`config.mk`:
```
export PLATFORM = sky130hd
export DESIGN_NAME = ckg_smbus_regs
export DESIGN_NICKNAME = d
export VERILOG_FILES = /design/src/ckg_pkg.sv /design/src/ckg_smbus_regs.sv
export VERILOG_INCLUDE_DIRS = /design/src
export SDC_FILE = /design/constraint.sdc
export NUM_CORES = 1
export LEC_CHECK = 0
export ABC_CLOCK_PERIOD_IN_PS = 2000
export BUFFER_PORTS_ARGS = -buffer_cell sky130_fd_sc_hd__buf_2
export CAP_MARGIN = 20
export CORE_MARGIN = 1
export CORE_UTILIZATION = 25
export DETAILED_ROUTE_END_ITERATION = 16
export GPL_ROUTABILITY_DRIVEN = 0
export GPL_TIMING_DRIVEN = 1
export PLACE_DENSITY = 0.54
export SKIP_LAST_GASP = 1
export SLEW_MARGIN = 20
export SYNTH_ARGS = -nofsm -noshare
export SYNTH_HDL_FRONTEND = slang
export SYNTH_SLANG_ARGS = --single-unit
```
`constraint.sdc`:
```
create_clock -name i_sys_clk -period 2 [get_ports i_sys_clk]
set_clock_uncertainty 0.1 [all_clocks]
set_input_delay 0.1 -clock i_sys_clk [delete_from_list [all_inputs] [get_ports i_sys_clk]]
set_output_delay 0.1 -clock i_sys_clk [all_outputs]
set_load 0.05 [all_outputs]
```
`src/ckg_defs.svh`:
```
// Constants for the clock generator serial control register bank.
// Assumes inclusion by its bare name from the package and the design module.
`ifndef CKG_DEFS_SVH
`define CKG_DEFS_SVH

// Serial address, upper seven bits of the 8-bit pattern 8'hD2
`define CKG_DEV_ADDR7      7'h69

// Command code fields
`define CKG_CMD_BYTE_BIT   7
`define CKG_CMD_CS_HI      6
`define CKG_CMD_CS_LO      5
`define CKG_CMD_CS_VAL     2'h0
`define CKG_CMD_OFF_HI     4

// Register offsets
`define CKG_OFF_DIFF_EN    5'h00
`define CKG_OFF_MISC_EN    5'h01
`define CKG_OFF_SPREAD     5'h02
`define CKG_OFF_STOP_PD    5'h03
`define CKG_OFF_REQ0       5'h04
`define CKG_OFF_REQ1       5'h05
`define CKG_OFF_TEST       5'h06
`define CKG_OFF_IDENT      5'h07

// Reset values (reserved bits included)
`define CKG_RST_DIFF_EN    8'hFF
`define CKG_RST_MISC_EN    8'hFF
`define CKG_RST_SPREAD     8'hEB
`define CKG_RST_STOP_PD    8'hAF
`define CKG_RST_REQ0       8'h03
`define CKG_RST_REQ1       8'h00
`define CKG_RST_TEST       3'h0

// Writable bits of each byte; reserved bits hold their reset value
`define CKG_WM_DIFF_EN     8'hFF
`define CKG_WM_MISC_EN     8'hFF
`define CKG_WM_SPREAD      8'hE4
`define CKG_WM_STOP_PD     8'hFE
`define CKG_WM_REQ0        8'hFC
`define CKG_WM_REQ1        8'hFC

// Test byte: writable bits 7..5, bit 4 reserved low, bits 3..0 straps
`define CKG_TEST_HI        7
`define CKG_TEST_LO        5

`endif

```
`src/ckg_pkg.sv`:
```
// Types for the clock generator serial control register bank.
// Assumes ckg_defs.svh is on the include path.
`include "ckg_defs.svh"

package ckg_pkg;

	// Serial transfer phases
	typedef enum logic [3:0] {
		S_IDLE,
		S_ADDR,
		S_ADDR_ACK,
		S_CMD,
		S_CMD_ACK,
		S_WDATA,
		S_WDATA_ACK,
		S_RDATA,
		S_RACK,
		S_DONE
	} ckg_state_t;

	// Whole state of the block
	typedef struct packed {
		ckg_state_t      state;
		logic            scl_q;
		logic            sda_q;
		logic [2:0]      cnt;
		logic [7:0]      shift;
		logic            rw;
		logic [4:0]      offset;
		logic            oe;
		logic [5:0][7:0] cfg;
		logic [2:0]      test_ctl;
		logic [3:0]      strap;
		logic            strap_done;
	} ckg_regs_t;

endpackage

```
`src/ckg_smbus_regs.sv`:
```
// Serial-bus slave holding the control bytes of a multi-output clock generator.
// Assumes the serial clock and data levels arrive synchronous to i_sys_clk
// and are slow against it; the data wire is open drain, resolved outside.
//
// Function
// - Byte write: address+write, command, data; each byte acknowledged, then stop.
// - Byte read: repeated start, address with read bit, device acknowledges it.
// - Device sends one register byte; master answers not-acknowledge then stop.
// - Byte 0 holds differential output enables; zero means high impedance; reset ones.
// - Byte 1 holds reference, PCI, USB and CPU enables; all reset to one.
// - Byte 2 bit 7 picks spread depth, 0.35 or 0.50 percent; reset one.
// - Byte 2 bits 6 and 5 set USB and PCI drive strength; reset one.
// - Byte 2 bit 2 turns spread on; reset zero; bits 4,3,1,0 reserved.
// - Byte 3 bit 7 chooses driven or tri-state for request-stopped pairs.
// - Byte 3 bits 6 and 5 set power-down hold mode for CPU and reference.
// - Byte 3 bit 4 sets CPU-stop hold mode; reset zero.
// - Byte 3 bits 3..1 mark CPU pairs stoppable; reset one; bit 0 reserved.
// - Byte 4 bits 7..2 stoppable by request 0; reset zero; low bits one.
// - Byte 5 bits 7..2 stoppable by request 1; reset zero; low bits zero.
// - Byte 6 bit 6 enters test mode; bit 7 picks divided clock or tri-state.
// - Byte 6 bit 5 sets reference drive strength; reset zero; bit 4 reserved.
// - Byte 6 bits 3..0 return straps latched at power-good; read-only.
// - Command bit 7 selects byte transfer, bits 6:5 must be zero, 4:0 offset.
// - Device answers only to address bits 7..1 of 8'hD2; bit 0 picks read or write.
// - All control bytes take defaults at reset; the bus need never be used.
`timescale 1ns/1ps
`default_nettype none
`include "ckg_defs.svh"

module ckg_smbus_regs #(
	parameter logic [3:0] REV_CODE    = 4'hA, // Arbitrary value
	parameter logic [3:0] VENDOR_CODE = 4'h5  // Arbitrary value
) (
	// Clock and reset
	input  wire logic       i_sys_clk,
	input  wire logic       i_resetn,
	// Serial link, data pin as input, output and enable
	input  wire logic       i_scl,
	input  wire logic       i_sda_in,
	output wire logic       o_sda_out,
	output wire logic       o_sda_oe,
	// Strap pins and their latch strobe
	input  wire logic       i_power_good_strobe_n,
	input  wire logic       i_freq_strap_a,
	input  wire logic       i_freq_strap_b,
	input  wire logic       i_freq_strap_c,
	input  wire logic       i_table_sel_strap,
	// Control bytes to the clock core
	output wire logic [7:0] o_diff_ref_output_enables,
	output wire logic [7:0] o_misc_output_enables,
	output wire logic [7:0] o_spread_and_drive_control,
	output wire logic [7:0] o_stop_and_powerdown_modes,
	output wire logic [7:0] o_request0_stoppable_mask,
	output wire logic [7:0] o_request1_stoppable_mask,
	output wire logic [7:0] o_test_and_strap_status
);
	import ckg_pkg::*;

	// Reset image of the whole state
	localparam ckg_regs_t ST_RST = '{
		state:      S_IDLE,
		scl_q:      1'b1,
		sda_q:      1'b1,
		cnt:        3'h0,
		shift:      8'h00,
		rw:         1'b0,
		offset:     5'h00,
		oe:         1'b0,
		cfg:        {`CKG_RST_REQ1, `CKG_RST_REQ0, `CKG_RST_STOP_PD,
		             `CKG_RST_SPREAD, `CKG_RST_MISC_EN, `CKG_RST_DIFF_EN},
		test_ctl:   `CKG_RST_TEST,
		strap:      4'h0,
		strap_done: 1'b0
	};

	ckg_regs_t  st;
	ckg_regs_t  next_st;
	logic       scl_rise;
	logic       scl_fall;
	logic       bus_start;
	logic       bus_stop;
	logic [7:0] byte_in;
	logic [7:0] rd_val;
	logic       wr_fire;
	logic       cmd_ok;

	// Byte returned for a read offset; unmapped offsets read as zero
	function automatic logic [7:0] rd_byte(input ckg_regs_t s, input logic [4:0] off);
		logic [7:0] r;
		r = 8'h00;
		if (off < `CKG_OFF_TEST)
			r = s.cfg[off[2:0]];
		else if (off == `CKG_OFF_TEST)
			r = {s.test_ctl, 1'b0, s.strap};
		else if (off == `CKG_OFF_IDENT)
			r = {REV_CODE, VENDOR_CODE};
		return r;
	endfunction

	// Writable bit mask per configuration byte
	function automatic logic [7:0] wr_mask(input logic [2:0] idx);
		logic [7:0] m;
		m = 8'h00;
		if (idx == `CKG_OFF_DIFF_EN)
			m = `CKG_WM_DIFF_EN;
		else if (idx == `CKG_OFF_MISC_EN)
			m = `CKG_WM_MISC_EN;
		else if (idx == `CKG_OFF_SPREAD)
			m = `CKG_WM_SPREAD;
		else if (idx == `CKG_OFF_STOP_PD)
			m = `CKG_WM_STOP_PD;
		else if (idx == `CKG_OFF_REQ0)
			m = `CKG_WM_REQ0;
		else if (idx == `CKG_OFF_REQ1)
			m = `CKG_WM_REQ1;
		return m;
	endfunction

	// Next-state logic; start and stop override any phase so a stuck
	// transfer is always recoverable by the master
	always_comb
	begin
		next_st = st;
		scl_rise = i_scl & ~st.scl_q;
		scl_fall = ~i_scl & st.scl_q;
		bus_start = i_scl & st.scl_q & st.sda_q & ~i_sda_in;
		bus_stop = i_scl & st.scl_q & ~st.sda_q & i_sda_in;
		byte_in = {st.shift[6:0], i_sda_in};
		wr_fire = (st.state == S_WDATA) && scl_rise && (st.cnt == 3'h7);
		rd_val = rd_byte(st, st.offset);
		cmd_ok = byte_in[`CKG_CMD_BYTE_BIT]
			&& (byte_in[`CKG_CMD_CS_HI:`CKG_CMD_CS_LO] == `CKG_CMD_CS_VAL);
		next_st.scl_q = i_scl;
		next_st.sda_q = i_sda_in;

		// One-shot strap capture at the first low strobe sample
		if (!st.strap_done && !i_power_good_strobe_n)
		begin
			next_st.strap = {i_table_sel_strap, i_freq_strap_c,
				i_freq_strap_b, i_freq_strap_a};
			next_st.strap_done = 1'b1;
		end

		if (bus_start)
		begin
			next_st.state = S_ADDR;
			next_st.cnt = 3'h0;
			next_st.oe = 1'b0;
		end
		else if (bus_stop)
		begin
			next_st.state = S_IDLE;
			next_st.oe = 1'b0;
		end
		else
		begin
			case (st.state)
				S_ADDR, S_CMD, S_WDATA:
				begin
					if (scl_rise)
					begin
						next_st.shift = byte_in;
						next_st.cnt = st.cnt + 3'h1;
						if (st.cnt == 3'h7)
						begin
							if (st.state == S_ADDR)
							begin
								if (byte_in[7:1] == `CKG_DEV_ADDR7)
								begin
									next_st.rw = byte_in[0];
									next_st.state = S_ADDR_ACK;
								end
								else
									next_st.state = S_IDLE;
							end
							else if (st.state == S_CMD)
							begin
								next_st.offset = byte_in[`CKG_CMD_OFF_HI:0];
								next_st.state = cmd_ok ? S_CMD_ACK : S_IDLE;
							end
							else
							begin
								// Write commit; ident and unmapped offsets ignore it
								if (st.offset < `CKG_OFF_TEST)
									next_st.cfg[st.offset[2:0]] =
										(st.cfg[st.offset[2:0]] & ~wr_mask(st.offset[2:0]))
										| (byte_in & wr_mask(st.offset[2:0]));
								else if (st.offset == `CKG_OFF_TEST)
									next_st.test_ctl = byte_in[`CKG_TEST_HI:`CKG_TEST_LO];
								next_st.state = S_WDATA_ACK;
							end
						end
					end
				end
				S_ADDR_ACK, S_CMD_ACK, S_WDATA_ACK:
				begin
					// Pull low on the first fall; on the second release, or drive read bit 7
					if (scl_fall)
					begin
						next_st.cnt = 3'h0;
						if (!st.oe)
							next_st.oe = 1'b1;
						else if (st.state == S_ADDR_ACK && st.rw)
						begin
							next_st.shift = rd_val;
							next_st.oe = ~rd_val[7];
							next_st.state = S_RDATA;
						end
						else
						begin
							next_st.oe = 1'b0;
							if (st.state == S_ADDR_ACK)
								next_st.state = S_CMD;
							else if (st.state == S_CMD_ACK)
								next_st.state = S_WDATA;
							else
								next_st.state = S_DONE;
						end
					end
				end
				S_RDATA:
				begin
					if (scl_rise)
					begin
						next_st.cnt = st.cnt + 3'h1;
						if (st.cnt == 3'h7)
							next_st.state = S_RACK;
					end
					else if (scl_fall)
					begin
						next_st.shift = {st.shift[6:0], 1'b0};
						next_st.oe = ~st.shift[6];
					end
				end
				S_RACK:
				begin
					// Single byte only; the master's answer is not inspected
					if (scl_fall)
						next_st.oe = 1'b0;
					else if (scl_rise)
						next_st.state = S_DONE;
				end
				default:
				begin
					next_st.oe = 1'b0;
				end
			endcase
		end
	end

	// State register; reset restores every default
	always_ff @(posedge i_sys_clk or negedge i_resetn)
	begin
		if (!i_resetn)
			st <= ST_RST;
		else
			st <= next_st;
	end

	// Outputs straight from the state flops; o_sda_out tied low
	assign o_sda_out = 1'b0;
	assign o_sda_oe = st.oe;
	assign o_diff_ref_output_enables = st.cfg[`CKG_OFF_DIFF_EN];
	assign o_misc_output_enables = st.cfg[`CKG_OFF_MISC_EN];
	assign o_spread_and_drive_control = st.cfg[`CKG_OFF_SPREAD];
	assign o_stop_and_powerdown_modes = st.cfg[`CKG_OFF_STOP_PD];
	assign o_request0_stoppable_mask = st.cfg[`CKG_OFF_REQ0];
	assign o_request1_stoppable_mask = st.cfg[`CKG_OFF_REQ1];
	assign o_test_and_strap_status = {st.test_ctl, 1'b0, st.strap};

	// Checks on the serial sequence and the register contents
	a_addr_match_ack: assert property (@(posedge i_sys_clk) disable iff (!i_resetn)
		(st.state == S_ADDR && scl_rise && st.cnt == 3'h7 && !bus_start && !bus_stop
		&& byte_in[7:1] == `CKG_DEV_ADDR7) |=> (st.state == S_ADDR_ACK))
		else $error("matching address not acknowledged");

	a_addr_miss_idle: assert property (@(posedge i_sys_clk) disable iff (!i_resetn)
		(st.state == S_ADDR && scl_rise && st.cnt == 3'h7 && !bus_start && !bus_stop
		&& byte_in[7:1] != `CKG_DEV_ADDR7) |=> (st.state == S_IDLE && !st.oe))
		else $error("foreign address not ignored");

	a_cmd_check: assert property (@(posedge i_sys_clk) disable iff (!i_resetn)
		(st.state == S_CMD && scl_rise && st.cnt == 3'h7 && !bus_start && !bus_stop
		&& !cmd_ok) |=> (st.state == S_IDLE))
		else $error("block or foreign command acknowledged");

	a_write_commit: assert property (@(posedge i_sys_clk) disable iff (!i_resetn)
		(wr_fire && st.offset == `CKG_OFF_MISC_EN && !bus_start && !bus_stop)
		|=> (o_misc_output_enables == $past(byte_in)) && (st.state == S_WDATA_ACK))
		else $error("byte write not stored");

	a_read_first_bit: assert property (@(posedge i_sys_clk) disable iff (!i_resetn)
		(st.state == S_ADDR_ACK && st.rw && st.oe && scl_fall && !bus_start && !bus_stop)
		|=> (st.state == S_RDATA) && (st.oe == ~$past(rd_val[7])))
		else $error("read data bit 7 wrong");

	a_rack_release: assert property (@(posedge i_sys_clk) disable iff (!i_resetn)
		(st.state == S_RACK && scl_fall && !bus_start && !bus_stop) |=> !st.oe)
		else $error("data line held during master answer");

	a_reserved_bits: assert property (@(posedge i_sys_clk) disable iff (!i_resetn)
		(o_spread_and_drive_control[4:0] & ~`CKG_WM_SPREAD) == (`CKG_RST_SPREAD & 8'h1B))
		else $error("reserved spread bits changed");

	a_strap_oneshot: assert property (@(posedge i_sys_clk) disable iff (!i_resetn)
		st.strap_done |=> st.strap_done && $stable(o_test_and_strap_status[3:0]))
		else $error("strap values changed after capture");

	a_stop_release: assert property (@(posedge i_sys_clk) disable iff (!i_resetn)
		(bus_stop && !bus_start) |=> (st.state == S_IDLE) && !o_sda_oe)
		else $error("stop did not end the transfer");

	a_cmd_accept: assert property (@(posedge i_sys_clk) disable iff (!i_resetn)
		(st.state == S_CMD && scl_rise && st.cnt == 3'h7 && !bus_start && !bus_stop
		&& cmd_ok) |=> (st.state == S_CMD_ACK))
		else $error("byte command not acknowledged");

	a_wack_release: assert property (@(posedge i_sys_clk) disable iff (!i_resetn)
		(st.state == S_WDATA_ACK && st.oe && scl_fall && !bus_start && !bus_stop)
		|=> (st.state == S_DONE) && !st.oe)
		else $error("data acknowledge not released");

	a_ident_readonly: assert property (@(posedge i_sys_clk) disable iff (!i_resetn)
		(wr_fire && st.offset == `CKG_OFF_IDENT && !bus_start && !bus_stop)
		|=> $stable(st.cfg) && $stable(st.test_ctl))
		else $error("write to identification byte changed a register");

	a_test_write: assert property (@(posedge i_sys_clk) disable iff (!i_resetn)
		(wr_fire && st.offset == `CKG_OFF_TEST && !bus_start && !bus_stop)
		|=> (o_test_and_strap_status[7:5] == $past(byte_in[7:5]))
		&& !o_test_and_strap_status[4])
		else $error("test controls not stored");

	a_read_bit_next: assert property (@(posedge i_sys_clk) disable iff (!i_resetn)
		(st.state == S_RDATA && scl_fall && !bus_start && !bus_stop)
		|=> (st.oe == ~$past(st.shift[6])))
		else $error("read data bit not shifted out");

	a_rack_done: assert property (@(posedge i_sys_clk) disable iff (!i_resetn)
		(st.state == S_RACK && scl_rise && !bus_start && !bus_stop)
		|=> (st.state == S_DONE))
		else $error("read not closed after master answer");

endmodule
`default_nettype wire

```
==> flow_summary.yaml, run 1 <==
synthesis:
  yosysWarningCount: 0
  synth_seq_cells: 79
  synth.area.top_cells: "dfrtp_1 (26%), dfstp_2 (19%), buf_4 (9.6%)"
  postSynthCellCount: 449
  syn_area_mm2: 0.004466
  synth_top_cell_by_area: "dfrtp_1"
  synthFlopType: "dfrtp_1"
  ys_async_sr_fraction_pct: 100.0
  ys_seq_area_share_pct: 45.17
  netlist_top_cells_count: "buf_4 (57), nand2_1 (56), dfrtp_1 (47)"
  ys_types: 61
  syn_avg_cell_area_um2: 9.946
  synth_edf_count: 0
  synth_top_area_share_pct: 26.34
  yosysMostFrequentCell: "buf_4"
final_layout:
  final_net_count: 515
  layout-drive-gt1-share_pct: 43.42
  num_antenna_cells: 0
  area_growth_pct: 23.06
  stdcell_count: 734
drt:
  drc: 0
  postRouteAntennaNets: 0
  firstDrtPassIters: 4
  drt_iter0_drc: 148
  wl_per_cell_um: 15.95
  num_vias: 3414
  routed_wl_um: 11710
  vias_per_cell: 4.651
clock_network:
  cts_made_buffers: 9
  clock_sinks: 79
  htreeDepth: 3
  clock-root-buffer: "clkbuf_16"
  cts_tree: "built"
  clk_pin_slew_worst_paths_ps: 70
  ctsLongestPathBuffers: 2
  clock_latency_ps: 340
timing:
  timing.final.crit_period_ps: 2033
  drv_slew: 0
  layout_setup_ws_ps: -33.42
  hold_ws_ps: 168.5
  max_freq_mhz: 491.8
  hold_viol: 0
  period_share_pct: 101.7
  fin_tns_setup_ps: -103.6
  setup_violations: 5
  rsz0062_at_grt: "true"
critical_path:
  worstPathBufferInverterCount: 3
  cp_data_arrival_time_ps: 2150
  worstSetupStartpointType: "flip-flop"
  cp.required_ps: 2120
  cp_num_cells: 7
  cpMaxStageDelayCell: "dfrtp_1"
  crit_chain: "buf_4 > and2b_1 > nand3_1 > buf_4 > nor3b_4 > buf_4 > mux2_2"
  path_class: "reg -> reg"
  crit_path_max_fanout: 6
  reg2reg_depth: 7
  end_kind: "flip-flop"
  cpPeakStageDelay_ps: 410
  path_delay_family: "simple AND/OR/NAND/NOR gates"
  path_common_cell: "buf_4"
power_and_ir_drop:
  p_leak_nw: 2.388
  vdd_drop_max_v: 0.0004895
  finalPower_mw: 5.132
  power_density_mw_per_mm2: 934.0
run:
  drv_cap: 0
placed_design:
  port_buffers: 64
  hpwl_um: 8592
  pre_cts_ws_ps: -152.1
  place_inst: 698
global_route:
  grt_max_degree: 45
  grt_usage_pct: 13.42
  grt_overflow: 0
  antenna_found_initial: 0
  grt_pass1_vias: 3357
  grt_pass1_wl_um: 18770
hold_path:
  hp-class: "in -> async"
die:
  core_mm2: 0.01736
  die_h_um: 135.7
  rows: 48
  dieArea_mm2: 0.01840
  start_util_pct: 25.73
  die_w_um: 135.7
  boundaryPins: 67
status:
  status: "complete, but fails checks"
  violations: "setup timing"
==> cell type report <==
type / count / area, um2
Tap cell: 225 / 281.5
Sequential cell: 79 / 2022
Timing Repair Buffer: 132 / 908.4
Inverter: 9 / 33.78
Clock buffer: 10 / 239.0
Fill cell: 1765 / 11860
Clock inverter: 6 / 67.56
Multi-Input combinational cell: 273 / 1943
==> cell usage in the layout, fill, tap and decap left out, drive strengths merged, types with 3 or more instances in the layout <==
cell type,n
a21o,3
a21oi,12
a22oi,4
buf,124
clkbuf,10
dfrtp,47
dfstp,32
dlygate4sd3,8
inv,10
mux2,23
mux2i,20
mux4,3
nand2,56
nand2b,5
nand3,10
nand3b,3
nand4,3
nor2,16
nor2b,3
nor3,8
nor4,3
o21ai,41
o22ai,8
o31ai,5
or2,3
==> flip-flops by register name (all words and copies together), names as in the netlist <==
name / count
st: 16
o_diff_ref_output_enables: 8
o_misc_output_enables: 8
o_request0_stoppable_mask: 8
o_request1_stoppable_mask: 8
o_spread_and_drive_control: 8
o_stop_and_powerdown_modes: 8
byte_in: 7
o_test_and_strap_status: 7
o_sda_oe: 1
==> repair_timing <==
item / in CTS / in global routing
cloned: 0 / 0
setup endpoints to repair: 21 / 45
endpoints found under the hold margin: 42 / 0
gates resized for setup: 9 / 28
hold buffers: 8 / 0
setup buffers: 7 / 5
pin swaps: 1 / 0
==> path summary, 6_finish.rpt <==
check	startpoint	to	slack, ps
worst max-delay path	st[79]$_DFFE_PN0P_	o_test_and_strap_status[6]$_DFFE_PN0P_	-30
worst max register to register	st[79]$_DFFE_PN0P_	o_test_and_strap_status[6]$_DFFE_PN0P_	-30
worst min register to register	o_request0_stoppable_mask[1]$_DFFE_PN1P_	o_request0_stoppable_mask[1]$_DFFE_PN1P_	270
min in group i_sys_clk	i_scl	o_sda_oe$_DFFE_PN0P_	180
worst min-delay path	i_resetn	o_stop_and_powerdown_modes[6]$_DFFE_PN0P_	170
max in group asynchronous	i_resetn	o_misc_output_enables[1]$_DFFE_PN1P_	960
==> report_power, final <==
group | total [mW] | internal, mW | switching (mW)
clock | 1.70 | 1.01 | 0.693
combinational | 1.62 | 0.805 | 0.812
sequential | 1.82 | 1.70 | 0.122
total | 5.13 | 3.51 | 1.63
==> per-layer routing <==
metal	part of all wire (%)	vias up	wire, um	global-route usage (%)
met1	49	1694	5700	18.61
met3	4.0	10	464	2.619
li1	-	1633	-	-
met4	1.5	0	171	5.181
met5	0	-	0	0
met2	46	77	5370	20.41
==> stage by stage <==
step,util (%),instance area (um2)
2_1_floorplan,-,4474
3_3_place_gp,28.15,4886
3_5_place_dp,28.15,4886
4_1_cts,30.86,5356
5_1_grt,31.66,5495
6_report,31.66,5495
==> worst register-to-register path: cells and delay by family, from the launching register on <==
family                 cells  cell delay, ps
buffers and inverters      3             520
DFF                        1             410
and+or+nand+nor            3             560
muxes                      1             320
==> cell families after synthesis <==
family	count (synthesis)	synth area share, %
AO/OA/AOI/OAI	93	13.70
XOR/XNOR	2	0.3923
flip-flops	79	45.17
other	1	0.08398
adder cells (fa/ha/maj)	2	0.5603
AND/OR/NAND/NOR	128	14.63
buffers and inverters	98	13.67
multiplexers	46	11.80
(Power assumes the default switching activity.)
==> run 2, diff against run 1 <==
--- a/config.mk
+++ b/config.mk
@@ -6,7 +6,7 @@
 export SDC_FILE = /design/constraint.sdc
 export NUM_CORES = 1
 export LEC_CHECK = 0
-export ABC_CLOCK_PERIOD_IN_PS = 2000
+export ABC_CLOCK_PERIOD_IN_PS = 2290
 export BUFFER_PORTS_ARGS = -buffer_cell sky130_fd_sc_hd__buf_2
 export CAP_MARGIN = 20
 export CORE_MARGIN = 1
@@ -14,7 +14,7 @@
 export DETAILED_ROUTE_END_ITERATION = 16
 export GPL_ROUTABILITY_DRIVEN = 0
 export GPL_TIMING_DRIVEN = 1
-export PLACE_DENSITY = 0.54
+export PLACE_DENSITY = 0.52
 export SKIP_LAST_GASP = 1
 export SLEW_MARGIN = 20
 export SYNTH_ARGS = -nofsm -noshare
==> constraint.sdc (replaced) <==
create_clock -name i_sys_clk -period 2.29 [get_ports i_sys_clk]
set_clock_uncertainty 0.1 [all_clocks]
set_input_delay 0.1145 -clock i_sys_clk [delete_from_list [all_inputs] [get_ports i_sys_clk]]
set_output_delay 0.1145 -clock i_sys_clk [all_outputs]
set_load 0.05 [all_outputs]
==> run 2 against run 1 <==
- the flow now finishes without violations
- die area did not move
- final cell count fell by 5.2%
- utilization fell by 2.4 points
- combinational power fell by 40%
- sequential power fell by 12%
- routed wire length fell by 3.3%
- via count fell by 4.5%
- critical path type unchanged
- largest cell class unchanged
==> flow_summary.yaml, run 2 (same netlist as run 1, synthesis figures left out) <==
status:
  status: "completed"
final_layout:
  multi_input_area_mm2: 0.001844
  final_net_count: 477
  largest_reg_flops: 16
  layout-drive-gt1-share_pct: 35.88
  final_util_pct: 29.26
  final-seq-area_mm2: 0.002017
  regMostFlops: "st"
  area_growth_pct: 13.73
  num_antenna_cells: 0
  finish.instance_area_mm2: 0.005079
  nFillCells: 1766
  stdcell_count: 696
  layout_common_cells: "buf_2 (63), nand2_1 (56), dfrtp_1 (47), o21ai_0 (33), dfstp_2 (32)"
  final_common_cell: "buf_2"
drt:
  num_vias: 3262
  wl_per_cell_um: 16.26
  firstDrtPassIters: 5
  vias_per_cell: 4.687
  routed_wl_um: 11320
  drc: 0
  drt_iter0_drc: 139
  postRouteAntennaNets: 0
timing:
  timing.final.crit_period_ps: 2163
  rsz0062_at_grt: "false"
  max_freq_mhz: 462.2
  tightest_slew_ps: 569.0
  slew_headroom_pct: 61.92
  period_share_pct: 94.47
  fin_tns_setup_ps: 0
  drv_slew: 0
  hold_viol: 0
  setup_violations: 0
placed_design:
  hpwl_um: 8358
  place_inst: 672
  port_buffers: 64
  dpl_cell_area_mm2: 0.004687
clock_network:
  cts_setup_buffers: 0
  cts_tree: "built"
  ctsLongestPathBuffers: 2
  clk_pin_slew_worst_paths_ps: 60
  clock_latency_ps: 350
  clock_sinks: 79
  htreeDepth: 3
  cts_made_buffers: 9
  clock-root-buffer: "clkbuf_16"
run:
  drv_cap: 0
die:
  boundaryPins: 67
  die_w_um: 135.7
  rows: 48
  dieArea_mm2: 0.01840
  start_util_pct: 25.73
  die_h_um: 135.7
  core_mm2: 0.01736
critical_path:
  worstSetupStartpointType: "flip-flop"
  cp_data_arrival_time_ps: 2290
  cpPeakStageDelay_ps: 470
  path_class: "reg -> reg"
  crit_path_max_fanout: 10
  end_kind: "flip-flop"
  cp.required_ps: 2420
  cpMaxStageDelayCell: "dfrtp_1"
  crit_chain: "and2b_1 > a21oi_1 > nand3b_1 > a2111oi_4 > buf_4 > mux2_2"
global_route:
  grt_pass1_vias: 3288
  grt_max_degree: 80
  grt_overflow: 0
  grt_usage_pct: 13.16
  grt_pass1_wl_um: 18390
  antenna_found_initial: 0
hold_path:
  hp-class: "in -> async"
power_and_ir_drop:
  vdd_drop_max_v: 0.0003549
  power_density_mw_per_mm2: 798.6
  p_leak_nw: 2.171
==> run 2: cell types whose count changed in the layout (fill, tap and decap cells not counted), moves of 6 or more <==
cell and change:
mux2_4 -6, mux2_2 +6, o21ai_0 +6, buf_4 -30, buf_6 -8, o21ai_1 -6
==> run 2: path summary, 6_finish.rpt <==
kind	startpoint	slack, ps	cells after the start	endpoint
max	st[76]$_DFFE_PN0P_	130	6	byte_in[2]$_DFFE_PN0P_
min	i_resetn	220	3	o_sda_oe$_DFFE_PN0P_
max reg2reg	st[76]$_DFFE_PN0P_	130	6	byte_in[2]$_DFFE_PN0P_
min reg2reg	o_request0_stoppable_mask[0]$_DFFE_PN1P_	270	0	o_request0_stoppable_mask[0]$_DFFE_PN1P_
max in group asynchronous	i_resetn	1480	3	st[75]$_DFF_PN1_
min in group i_sys_clk	o_request0_stoppable_mask[0]$_DFFE_PN1P_	270	0	o_request0_stoppable_mask[0]$_DFFE_PN1P_
==> run 2: routing by layer <==
metal | track usage (%) | up-vias | share of wire, %
met5 | 0 | - | 0
met4 | 5.556 | 0 | 1.8
met3 | 2.993 | 12 | 4.9
met2 | 21.09 | 82 | 48
met1 | 16.94 | 1610 | 45
li1 | - | 1558 | -
==> run 2: critical path, delay by kind of cell, from the launching register on <==
| family | cells | cell delay [ps] |
|---|---|---|
| compound gates | 2 | 440 |
| flops | 1 | 470 |
| simple gates | 2 | 480 |
| mux | 1 | 340 |
| buf+inv | 1 | 220 |
==> run 2: cell type report <==
cell class,instances,area share [%]
clock buffers,12,5.051
clock inverters,4,1.035
inverters,9,0.6652
multi-input cells,273,36.31
flip-flops and latches,79,39.71
well taps,225,5.543
repair buffers,94,11.68
==> run 2: stage by stage <==
| step | total power, mW | setup slack (ps) | hold WS (ps) |
|---|---|---|---|
| CTS | 4.102 | 114.4 | 255.6 |
| detailed placement | 2.582 | 132.3 | 82.45 |
| finish | 4.056 | 126.6 | 218.0 |
| floorplan | 2.305 | 200.1 | -281.1 |
| global route | 4.284 | 20.98 | 257.8 |
| global placement | 2.568 | 153.3 | 75.51 |
==> run 2: power by group <==
group	leakage [nW]	switching [mW]	internal, mW
registers	0.967	0.125	1.48
logic	1.05	0.569	0.402
clock network	0.153	0.576	0.908
total	2.17	1.27	2.79
==> run 2: what timing repair did <==
action                     4_1_cts  5_1_grt
gates resized for setup          0        1
setup endpoints to repair        0       11
hold buffers                     8        0
hold endpoints to repair        54        0
==> run 3, diff against run 2 <==
--- a/config.mk
+++ b/config.mk
@@ -14,7 +14,6 @@
 export DETAILED_ROUTE_END_ITERATION = 16
 export GPL_ROUTABILITY_DRIVEN = 0
 export GPL_TIMING_DRIVEN = 1
-export PLACE_DENSITY = 0.52
 export SKIP_LAST_GASP = 1
 export SLEW_MARGIN = 20
 export SYNTH_ARGS = -nofsm -noshare
==> run 3 against run 2 <==
- utilization decreased by 0.17 points
- non-clock buffer count increased by 1
- power fell by 4.3%
- first-iteration DRC count rose by 42%
- fmax is 1.2% lower
- sequential share of layout area increased by 0.26 points
- routed wire length decreased by 0.51%
- critical path depth stayed put
- final cell count up 0.14%
- sequential power barely moved
==> flow_summary.yaml, run 3 (same netlist as run 1, synthesis figures left out) <==
power_and_ir_drop:
  power_density_mw_per_mm2: 769.1
  p_leak_nw: 2.149
  vdd_drop_max_v: 0.0004414
die:
  die_h_um: 135.7
  dieArea_mm2: 0.01840
  core_mm2: 0.01736
  boundaryPins: 67
  start_util_pct: 25.73
  rows: 48
  die_w_um: 135.7
timing:
  hold_viol: 0
  hold_ws_ps: 184.7
  drv_slew: 0
  tightest_slew_ps: 540.4
  slew_headroom_pct: 63.84
  timing.final.crit_period_ps: 2190
  setup_violations: 0
  max_freq_mhz: 456.7
  fin_tns_setup_ps: 0
  rsz0062_at_grt: "false"
  period_share_pct: 95.62
global_route:
  grt_overflow: 0
  grt_pass1_wl_um: 18640
  grt_max_degree: 44
  antenna_found_initial: 0
  grt_usage_pct: 13.27
  grt_pass1_vias: 3323
critical_path:
  path_delay_family: "simple AND/OR/NAND/NOR gates"
  r2r_setup_slack_ps: 100
  worstPathBufferInverterCount: 1
  cp_data_arrival_time_ps: 2310
  reg2reg_depth: 6
  path_class: "reg -> reg"
  cp.required_ps: 2410
  end_kind: "flip-flop"
  crit_path_max_fanout: 7
  timing.rr.start: "st[76]$_DFFE_PN0P_"
  crit_chain: "and2b_1 > a21oi_1 > nand3b_1 > a2111oi_4 > buf_4 > mux2_2"
  cpMaxStageDelayCell: "dfrtp_1"
  worstSetupStartpointType: "flip-flop"
  cp_num_cells: 6
  rr_endpoint: "byte_in[2]$_DFFE_PN0P_"
  cpPeakStageDelay_ps: 430
drt:
  vias_per_cell: 4.808
  drt_iter0_drc: 197
  postRouteAntennaNets: 0
  wl_per_cell_um: 16.15
  num_vias: 3351
  routed_wl_um: 11260
  firstDrtPassIters: 5
  drc: 0
clock_network:
  clock-root-buffer: "clkbuf_16"
  cts_made_buffers: 9
  clock_latency_ps: 340
  clk_pin_slew_worst_paths_ps: 60
  ctsLongestPathBuffers: 2
  htreeDepth: 3
  clock_sinks: 79
  cts_tree: "built"
  cts_setup_buffers: 0
final_layout:
  regMostFlops: "st"
  largest_reg_flops: 16
  layout_common_cells: "buf_2 (63), nand2_1 (56), dfrtp_1 (46), o21ai_0 (33), dfstp_2 (32)"
  final_common_cell: "buf_2"
  final_net_count: 478
  finish.instance_area_mm2: 0.005049
  num_antenna_cells: 0
  area_growth_pct: 13.06
  stdcell_count: 697
  layout-drive-gt1-share_pct: 36.23
hold_path:
  hp-class: "in -> async"
run:
  drv_cap: 0
placed_design:
  place_inst: 673
  dpl_cell_area_mm2: 0.004695
  hpwl_um: 8273
  port_buffers: 64
status:
  status: "completed"
-- run 3: final cells by class --
class | instances | area (um2)
tap | 225 | 281.5
multi-input combinational | 273 | 1856
clock inverter | 4 | 22.52
sequential | 79 | 2018
inverter | 9 | 33.78
clock buffer | 12 | 236.5
fill | 1784 | 12310
timing repair buffer | 95 | 600.6
-- run 3: metrics by stage --
step	worst slack, ps	power [mW]	utilization, %
floorplan	200.1	2.305	-
global placement	113.6	2.578	27.05
detailed placement	74.48	2.593	27.05
CTS	53.43	3.902	29.00
global route	30.61	4.099	29.09
finish	100.3	3.883	29.09
-- run 3: per-layer routing --
metal	part of all wire (%)	global-route usage, %	up-vias
met5	0	0	-
met4	2.0	5.743	0
met3	5.1	3.030	19
met2	46	20.10	122
met1	47	17.98	1652
li1	-	-	1558
-- run 3: timing repair --
item,in CTS,in global routing
hold buffers,8,0
gates resized for setup,0,4
endpoints found under the hold margin,43,0
endpoints found under the setup margin,0,15
-- run 3: how the worst max path moves through the flow --
stage / to / slack, ps / start
floorplan: byte_in[4]$_DFFE_PN0P_ / 200 / st[75]$_DFF_PN1_
global placement: o_test_and_strap_status[7]$_DFFE_PN0P_ / 110 / st[57]$_DFFE_PN0P_
detailed placement: o_test_and_strap_status[6]$_DFFE_PN0P_ / 70 / st[57]$_DFFE_PN0P_
CTS: o_test_and_strap_status[6]$_DFFE_PN0P_ / 50 / st[57]$_DFFE_PN0P_
global route: byte_in[2]$_DFFE_PN0P_ / 30 / st[76]$_DFFE_PN0P_
finish: byte_in[2]$_DFFE_PN0P_ / 100 / st[76]$_DFFE_PN0P_
-- run 3: report_power, final --
group | switching (mW) | leakage [nW] | internal, mW
sequential | 0.131 | 0.965 | 1.48
combinational | 0.587 | 1.06 | 0.411
clock | 0.547 | 0.126 | 0.729
total | 1.27 | 2.15 | 2.62
